## config.mk

```make
export PLATFORM = sky130hd
export DESIGN_NAME = hv_output_shift_latch
export DESIGN_NICKNAME = d
export VERILOG_FILES = /design/src/hv_latch_pkg.sv /design/src/hv_output_shift_latch.sv /design/src/pin_sync.sv /design/src/serial_shifter.sv
export SDC_FILE = /design/constraint.sdc
export NUM_CORES = 1
export LEC_CHECK = 0
export BUFFER_PORTS_ARGS = -buffer_cell sky130_fd_sc_hd__buf_4
export CELL_PAD_IN_SITES_DETAIL_PLACEMENT = 0
export CELL_PAD_IN_SITES_GLOBAL_PLACEMENT = 1
export CORE_MARGIN = 10
export CORE_UTILIZATION = 46
export CTS_BUF_LIST = sky130_fd_sc_hd__clkbuf_4
export CTS_CLUSTER_SIZE = 25
export DETAILED_ROUTE_END_ITERATION = 8
export PLACE_DENSITY_LB_ADDON = 0.05
export RECOVER_POWER = 25
export SLEW_MARGIN = 20
export SYNTH_ARGS = -nofsm -noshare
export SYNTH_HDL_FRONTEND = slang
export SYNTH_SLANG_ARGS = --single-unit
export TNS_END_PERCENT = 30
```

## constraint.sdc

```tcl
create_clock -name clk -period 3.6 [get_ports clk]
set_input_delay 0.72 -clock clk [delete_from_list [all_inputs] [get_ports clk]]
set_output_delay 0.72 -clock clk [all_outputs]
set_load 0.02 [all_outputs]
```

## src/hv_latch_pkg.sv

```systemverilog
package hv_latch_pkg;

    // ==========================================
    // Word geometry
    // ==========================================
    localparam int WORD_W = 24;
    localparam int CNT_W = 5;
    localparam int OUT_W_MAX = 21;
    localparam int SYNC_STAGES = 2;

    // ==========================================
    // Word routing
    // ==========================================
    localparam int SELECT_POS = 0;
    localparam logic SELECT_CONFIG = 1'b0;
    localparam logic SELECT_MASK = 1'b1;

    // ==========================================
    // Configuration field positions
    // ==========================================
    localparam int BOOST_V_LSB = 1;
    localparam int BOOST_V_W = 3;
    localparam int LIMIT_LSB = 4;
    localparam int LIMIT_W = 2;
    localparam int SOFT_OFF_POS = 6;
    localparam int SENSE_POS = 7;
    localparam int LIMIT_OFF_POS = 8;

    // Voltage code that parks the boost and floats the outputs
    localparam logic [2:0] BOOST_V_OFF = 3'h0;

    // ==========================================
    // Values after reset, and the full bit count
    // ==========================================
    localparam logic [23:0] SHIFT_RESET = 24'h000000;
    localparam logic [4:0] COUNT_RESET = 5'h00;
    localparam logic [4:0] COUNT_FULL = 5'h18;

    // ==========================================
    // Soft-start timing, 25 MHz clock
    // ==========================================
    localparam int CLK_PERIOD_NS = 40;
    localparam int SOFT_START_US = 1000;
    localparam int SOFT_START_CYCLES = (SOFT_START_US * 1000 + CLK_PERIOD_NS - 1) / CLK_PERIOD_NS;
    localparam int SS_CNT_W = 16;

    typedef struct packed {
        logic limit_disable;
        logic comparator_sense;
        logic soft_start_disable;
        logic [1:0] current_limit;
        logic [2:0] boost_voltage;
    } config_t;

    localparam config_t CONFIG_RESET = '{default: 1'b0};

    typedef struct packed {
        logic sclk;
        logic sdata;
        logic strobe_n;
        logic output_gate;
        logic soft_start_ext;
    } pins_t;

    typedef enum logic [1:0] {
        ST_OFF = 2'b00,
        ST_RAMP = 2'b01,
        ST_RUN = 2'b10
    } boost_state_t;

endpackage : hv_latch_pkg

```

## src/hv_output_shift_latch.sv

```systemverilog
`timescale 1ns/1ps
// Function
// - Latch strobe is active low; bits clocked while it is high are ignored.
// - Strobe rising edge copies shift register into the addressed holding latch.
// - Serial data sampled on each falling serial clock edge while strobe low, except one in the same cycle as the strobe falling edge.
// - Three-byte shift register; new bits enter at lsb, move toward msb.
// - Strobe high disables the shift register so the bus may be shared.
// - Strobe falling edge clears the shift register and resumes shifting.
// - Holding latches keep value until new word or power-on reset.
// - Power-on reset clears every latch and zeroes the shift register.
// - Gate low drives outputs low; gate high outputs follow the mask.
// - Latched word with lsb zero goes to the configuration register.
// - Latched word with lsb one goes to the output-mask register.
// - Mask holds one bit per output, 19 or 21 bits by variant.
// - Configuration holds shutdown, boost voltage, current limit, soft start.
// - In shutdown or soft-start transient outputs float and gate is ignored.

module hv_output_shift_latch
    import hv_latch_pkg::*;
#(
    parameter int OUT_W = 21,
    parameter int SOFT_START_LEN = SOFT_START_CYCLES
) (
    input wire logic clk,
    input wire logic rst_b,
    input wire logic sclk,
    input wire logic sdata,
    input wire logic latch_strobe_n,
    input wire logic output_gate,
    input wire logic soft_start_ext,
    output logic [OUT_W-1:0] hv_outputs,
    output logic [OUT_W-1:0] hv_outputs_oe,
    output hv_latch_pkg::config_t config_out,
    output logic [OUT_W-1:0] mask_out,
    output logic shutdown,
    output logic soft_start_busy,
    output logic config_loaded,
    output logic mask_loaded,
    output logic word_overrun,
    output logic [hv_latch_pkg::CNT_W-1:0] bit_count
);
    import hv_latch_pkg::*;

    // ==========================================
    // Helpers
    // ==========================================
    function automatic config_t unpack_config(input logic [WORD_W-1:0] w);
        config_t c;
        c.limit_disable = w[LIMIT_OFF_POS];
        c.comparator_sense = w[SENSE_POS];
        c.soft_start_disable = w[SOFT_OFF_POS];
        c.current_limit = w[LIMIT_LSB +: LIMIT_W];
        c.boost_voltage = w[BOOST_V_LSB +: BOOST_V_W];
        return c;
    endfunction : unpack_config

    function automatic logic is_shutdown(input config_t c);
        return c.boost_voltage == BOOST_V_OFF;
    endfunction : is_shutdown

    function automatic logic edge_fell(input logic prev, input logic now);
        return prev && !now;
    endfunction : edge_fell

    // ==========================================
    // Pin synchronisation
    // ==========================================
    pins_t pins_raw;
    pins_t pins_s;
    pins_t pins_idle;

    assign pins_raw = '{sclk: sclk, sdata: sdata, strobe_n: latch_strobe_n,
                        output_gate: output_gate, soft_start_ext: soft_start_ext};
    // Strobe idles high, else reset itself reads as a select and a latch
    assign pins_idle = '{
        sclk: 1'b0,
        sdata: 1'b0,
        strobe_n: 1'b1,
        output_gate: 1'b0,
        soft_start_ext: 1'b0
    };

    pin_sync #(
        .WIDTH($bits(pins_t))
    ) u_sync (
        .clk(clk),
        .rst_b(rst_b),
        .async_in(pins_raw),
        .reset_val(pins_idle),
        .sync_out(pins_s)
    );

    // ==========================================
    // Edge detection on synchronised pins
    // ==========================================
    logic sclk_prev_q;
    logic strobe_prev_q;

    // Start as deselected so a low strobe after reset reads as a select
    always_ff @(posedge clk) begin
        if (!rst_b) begin
            sclk_prev_q <= 1'b0;
            strobe_prev_q <= 1'b1;
        end else begin
            sclk_prev_q <= pins_s.sclk;
            strobe_prev_q <= pins_s.strobe_n;
        end
    end

    logic sclk_fall;
    logic strobe_fall;
    logic strobe_rise;
    logic selected;

    // Edges show two clocks after the pin moves
    // active-low select
    assign selected = !pins_s.strobe_n;
    // falling-edge sample; data settled while clock high
    assign sclk_fall = edge_fell(sclk_prev_q, pins_s.sclk);
    assign strobe_fall = edge_fell(strobe_prev_q, pins_s.strobe_n);
    assign strobe_rise = !strobe_prev_q && pins_s.strobe_n;

    // ==========================================
    // Shift register
    // ==========================================
    logic shift_en;
    logic [WORD_W-1:0] shift_word;
    logic overrun;

    assign shift_en = sclk_fall && selected && !strobe_fall;

    serial_shifter #(
        .WIDTH(WORD_W)
    ) u_shift (
        .clk(clk),
        .rst_b(rst_b),
        .clear(strobe_fall),
        .shift(shift_en),
        .bit_in(pins_s.sdata),
        .shift_q(shift_word),
        .count_q(bit_count),
        .overflow_q(overrun)
    );

    // ==========================================
    // Holding latches
    // ==========================================
    config_t config_q;
    logic [OUT_W-1:0] mask_q;
    logic route_mask;

    assign route_mask = shift_word[SELECT_POS] == SELECT_MASK;

    always_ff @(posedge clk) begin
        if (!rst_b) begin
            config_q <= CONFIG_RESET;
        end else if (strobe_rise && !route_mask) begin
            config_q <= unpack_config(shift_word);
        end
    end

    always_ff @(posedge clk) begin
        if (!rst_b) begin
            mask_q <= '0;
        // one bit per output above the select bit
        end else if (strobe_rise && route_mask) begin
            mask_q <= shift_word[OUT_W:1];
        end
    end

    // ==========================================
    // Load pulses and overrun report
    // ==========================================
    always_ff @(posedge clk) begin
        if (!rst_b) begin
            config_loaded <= 1'b0;
            mask_loaded <= 1'b0;
        end else begin
            config_loaded <= strobe_rise && !route_mask;
            mask_loaded <= strobe_rise && route_mask;
        end
    end

    // report that early bits were dropped
    always_ff @(posedge clk) begin
        if (!rst_b) begin
            word_overrun <= 1'b0;
        end else if (strobe_rise) begin
            word_overrun <= overrun;
        end
    end

    // ==========================================
    // Soft-start sequencer
    // ==========================================
    boost_state_t state_q;
    boost_state_t state_d;
    logic [SS_CNT_W-1:0] ramp_q;
    logic ramp_done;

    assign ramp_done = ramp_q == SS_CNT_W'(SOFT_START_LEN - 1);

    // Shutdown wins over ramp and run
    always_comb begin
        state_d = state_q;
        case (state_q)
            ST_OFF: begin
                if (!is_shutdown(config_q)) begin
                    state_d = config_q.soft_start_disable ? ST_RUN : ST_RAMP;
                end
            end
            ST_RAMP: begin
                if (is_shutdown(config_q)) begin
                    state_d = ST_OFF;
                end else if (ramp_done || config_q.soft_start_disable) begin
                    state_d = ST_RUN;
                end
            end
            ST_RUN: begin
                if (is_shutdown(config_q)) begin
                    state_d = ST_OFF;
                end
            end
            default: begin
                state_d = ST_OFF;
            end
        endcase
    end

    always_ff @(posedge clk) begin
        if (!rst_b) begin
            state_q <= ST_OFF;
        end else begin
            state_q <= state_d;
        end
    end

    // Ramp timer restarts on every entry to the ramp
    always_ff @(posedge clk) begin
        if (!rst_b || state_q != ST_RAMP) begin
            ramp_q <= '0;
        end else if (!ramp_done) begin
            ramp_q <= ramp_q + 1'b1;
        end
    end

    // ==========================================
    // High-voltage outputs
    // ==========================================
    logic float_out;

    // analog ramp input also counts as a transient
    assign float_out = state_q != ST_RUN || pins_s.soft_start_ext;

    always_ff @(posedge clk) begin
        if (!rst_b) begin
            hv_outputs_oe <= '0;
        end else begin
            hv_outputs_oe <= {OUT_W{!float_out}};
        end
    end

    always_ff @(posedge clk) begin
        if (!rst_b) begin
            hv_outputs <= '0;
        end else if (float_out) begin
            hv_outputs <= '0;
        // gate low forces low, high applies mask
        end else begin
            hv_outputs <= pins_s.output_gate ? mask_q : '0;
        end
    end

    // ==========================================
    // Status flags
    // ==========================================
    always_ff @(posedge clk) begin
        if (!rst_b) begin
            shutdown <= 1'b1;
        end else begin
            shutdown <= is_shutdown(config_q);
        end
    end

    always_ff @(posedge clk) begin
        if (!rst_b) begin
            soft_start_busy <= 1'b0;
        end else begin
            soft_start_busy <= state_q == ST_RAMP || pins_s.soft_start_ext;
        end
    end

    assign config_out = config_q;
    assign mask_out = mask_q;

endmodule : hv_output_shift_latch

```

## src/pin_sync.sv

```systemverilog
`timescale 1ns/1ps

module pin_sync #(
    parameter int WIDTH = 5
) (
    input wire logic clk,
    input wire logic rst_b,
    input wire logic [WIDTH-1:0] async_in,
    input wire logic [WIDTH-1:0] reset_val,
    output logic [WIDTH-1:0] sync_out
);

    logic [WIDTH-1:0] meta_q;

    // ==========================================
    // Two-stage synchroniser
    // ==========================================
    // First stage feeds only the second stage
    // Reset to idle levels so no edge is seen after reset
    always_ff @(posedge clk) begin
        if (!rst_b) begin
            meta_q <= reset_val;
            sync_out <= reset_val;
        end else begin
            meta_q <= async_in;
            sync_out <= meta_q;
        end
    end

endmodule : pin_sync

```

## src/serial_shifter.sv

```systemverilog
`timescale 1ns/1ps

module serial_shifter
    import hv_latch_pkg::*;
#(
    parameter int WIDTH = 24
) (
    input wire logic clk,
    input wire logic rst_b,
    input wire logic clear,
    input wire logic shift,
    input wire logic bit_in,
    output logic [WIDTH-1:0] shift_q,
    output logic [CNT_W-1:0] count_q,
    output logic overflow_q
);

    // ==========================================
    // Shift register
    // ==========================================
    always_ff @(posedge clk) begin
        if (!rst_b) begin
            shift_q <= '0;
        end else if (clear) begin
            shift_q <= '0;
        // enter at lsb, oldest falls out
        end else if (shift) begin
            shift_q <= {shift_q[WIDTH-2:0], bit_in};
        end
    end

    // ==========================================
    // Bit count and overrun
    // ==========================================
    always_ff @(posedge clk) begin
        if (!rst_b || clear) begin
            count_q <= COUNT_RESET;
            overflow_q <= 1'b0;
        end else if (shift) begin
            if (count_q == COUNT_FULL) begin
                overflow_q <= 1'b1;
            end else begin
                count_q <= count_q + 5'h01;
            end
        end
    end

endmodule : serial_shifter
```

==> flow_metrics.tcl <==
set metrics [dict create \
    status "finished, final reports clean" \
    hold_end "u_sync.meta_q[2]" \
    fin_skew_ps 23.1 \
    numCtsBuffers 17 \
    crit_buf_inv 1 \
    fin_crit_ps 2160 \
    wl_per_cell_um 14.2 \
    post_cts_resized 0 \
    yosysWarnings 0 \
    die_height_um 115 \
    drive_above_1_share 0.237 \
    cts-root-buf "clkbuf_4" \
    setup_ws_ps 1440 \
    top_level_ports 88 \
    io_buffers 87 \
    via_count 3078 \
    cpPeakStageDelay_ps 700 \
    post_drt_via_cell_ratio 4.88 \
    post-dp-hpwl_mm 6.36 \
    drtIter0Drc 156 \
    criticalPathCategory "flip-flop to primary output" \
    peakVddDrop_v 0.000289 \
    r2r-start "u_sync.sync_out[2]" \
    cts.htree.levels 4 \
    async_flop_share 0 \
    path_clk_slew_ps 120 \
    synth_most_common_cell "dfxtp_1" \
    power_mw 2.15 \
    die_area_um2 13300 \
    synth_area_leaders "dfxtp_1 55%, nand2_1 8.6%, buf_4 3.6%, and3_1 3.5%, a21oi_1 3.1%" \
    reg2reg_to "u_shift.count_q[2]" \
    rsz0062_at_grt "false" \
    synth_xor_area_frac 0.0294 \
    synthSimpleGateAreaFrac 0.242 \
    r2r_cells 4 \
    syn_inst 445 \
    rows 34 \
    core_um2 8760 \
    finalSetupViolations 0 \
    slowest_stage "dfxtp_1" \
    fmax_mhz 463 \
    place_congestion 0.753 \
    n_antenna_cell 0 \
    grt_usage 0.138 \
    synth_compound_area_frac 0.0837 \
    synth_top_area_share 0.547 \
    p_leak_nw 2.02 \
    powerDensity_nw_per_um2 430 \
    synth_top_family_by_area "simple AND/OR/NAND/NOR gates" \
    pre_cts_ws_ps 1550 \
    crit_chain "buf_4" \
    syn_nets 455 \
    drc 0 \
    tightest_slew_ps 927 \
    required_ps 2880 \
    hold_buffers 0 \
    holdCritStartpoint "latch_strobe_n" \
    crit_family "flip-flops" \
    start_util 0.476 \
    grt_max_degree 51 \
    ant_nets 0 \
    first_global_vias 2908 \
    antenna_found_initial 0 \
    die_x_um 115 \
    fin_crit_sh 0.600 \
    synth_cell_types 43 \
    fin_setup_tns_ps 0 \
    whs_path_depth 2 \
    clock-sinks 114 \
    syn_area_um2 4170 \
    post_cts_buffers 0 \
    clk_latency_ps 490 \
    ff2ff_setup_slack_ps 1740 \
    ys_seq_area_frac 0.547 \
    synthFlopType "dfxtp_1" \
    maxCapViolCount 0 \
    overflow 0 \
    final_max_slew_viol_count 0 \
    endpoint_kind "primary output" \
    yosys.area.top_type "dfxtp_1" \
    tritoncts "done" \
    nNetsFinal 520 \
    synth_area_per_cell_um2 9.37 \
    wirelength_mm 8.98 \
    drt_pass1_iterations 4 \
    start_kind "flip-flop" \
    synth_fa_ha_area_frac 0.00900 \
    grt_pass1_wl_mm 14.7 \
    whs_ps 398 \
    final.fill_count 819 \
    cp_max_fo 21 \
    muxShareOfSynthArea 0.0264 \
    ys_top_cells_by_count "114 x dfxtp_1, 95 x nand2_1, 26 x a21oi_1" \
    ys_seq_elements 114 \
    synth-edff-count 0 \
    clockBufferDepth 2 \
    hold_viol_final 0 \
    crit_arrival_ps 1440 \
    hp-class "input pin to flip-flop" \
    max-slew-margin-rel 0.380 \
    area_growth_pct 19.8 \
]
==> stage by stage <==
stage	cells	util	area [µm²]
CTS	631	0.570	5000
finish	631	0.570	5000
floorplan	445	-	4170
detailed placement	599	0.540	4730
global route	631	0.570	5000
global placement	599	0.540	4730
==> power by group <==
group	leakage [nW]	switching, mW	internal (mW)
clock	0.126	0.503	0.345
sequential	0.920	0.00509	1.27
combinational	0.978	0.0170	0.0144
total	2.02	0.525	1.63
==> flip-flops by register name, indices dropped and copies added (netlist names), 2 cells and up <==
register,cells
mask_out,21
u_shift.count_q,5
hv_outputs,21
u_sync.meta_q,5
ramp_q,16
u_sync.sync_out,5
u_shift.shift_q,22
state_q,2
config_out,8
==> cell families (layout without fill, tap and decap cells) <==
kind of cell	count (synthesis)	after routing
muxes	11	11
xor gates and xnor gates	14	14
buffers and inverters	48	126
DFF	114	114
AOI/OAI and AO/OA	56	56
adders and majority gates	3	3
and+or+nand+nor	199	199
==> cell type report <==
| class | instances | area [µm²] | area share |
|---|---|---|---|
| Sequential cell | 114 | 2280 | 0.457 |
| Inverter | 6 | 22.5 | 0.00451 |
| Multi-Input combinational cell | 283 | 1630 | 0.326 |
| Clock inverter | 15 | 138 | 0.0275 |
| Timing Repair Buffer | 88 | 661 | 0.132 |
| Tap cell | 108 | 135 | 0.0270 |
| Clock buffer | 17 | 128 | 0.0255 |
==> worst max path at each step <==
stage                           from                 to  cells after the start
floorplan           hv_outputs_oe[0]  hv_outputs_oe[10]                      1
global placement               rst_b         ramp_q[15]                      4
detailed placement             rst_b         ramp_q[15]                      4
CTS                 hv_outputs_oe[0]  hv_outputs_oe[19]                      1
global route        hv_outputs_oe[0]   hv_outputs_oe[5]                      1
finish              hv_outputs_oe[0]   hv_outputs_oe[3]                      1
==> cell usage in the layout (no fill, tap or decap), types with 3 or more instances in the layout <==
master / count
clkbuf_4: 17
and2_1: 8
buf_4: 88
mux2i_1: 11
and3_1: 23
nor2_1: 21
clkinvlp_4: 6
a21boi_0: 8
ha_1: 3
nor2b_1: 9
xor2_1: 7
a21oi_1: 26
xnor2_1: 7
dfxtp_1: 114
nand2_1: 95
a21boi_1: 13
inv_1: 6
clkinv_4: 5
nor3_1: 4
and2_0: 3
nand4_1: 7
nand2b_1: 5
nand3_1: 7
==> per-layer routing <==
layer,vias up,part of all wire,GRT usage
met1,1393,0.47,0.175
li1,1603,-,-
met4,0,0.012,0.0685
met3,10,0.069,0.0521
met5,-,0,0
met2,72,0.45,0.199
(Power assumes the default switching activity.)
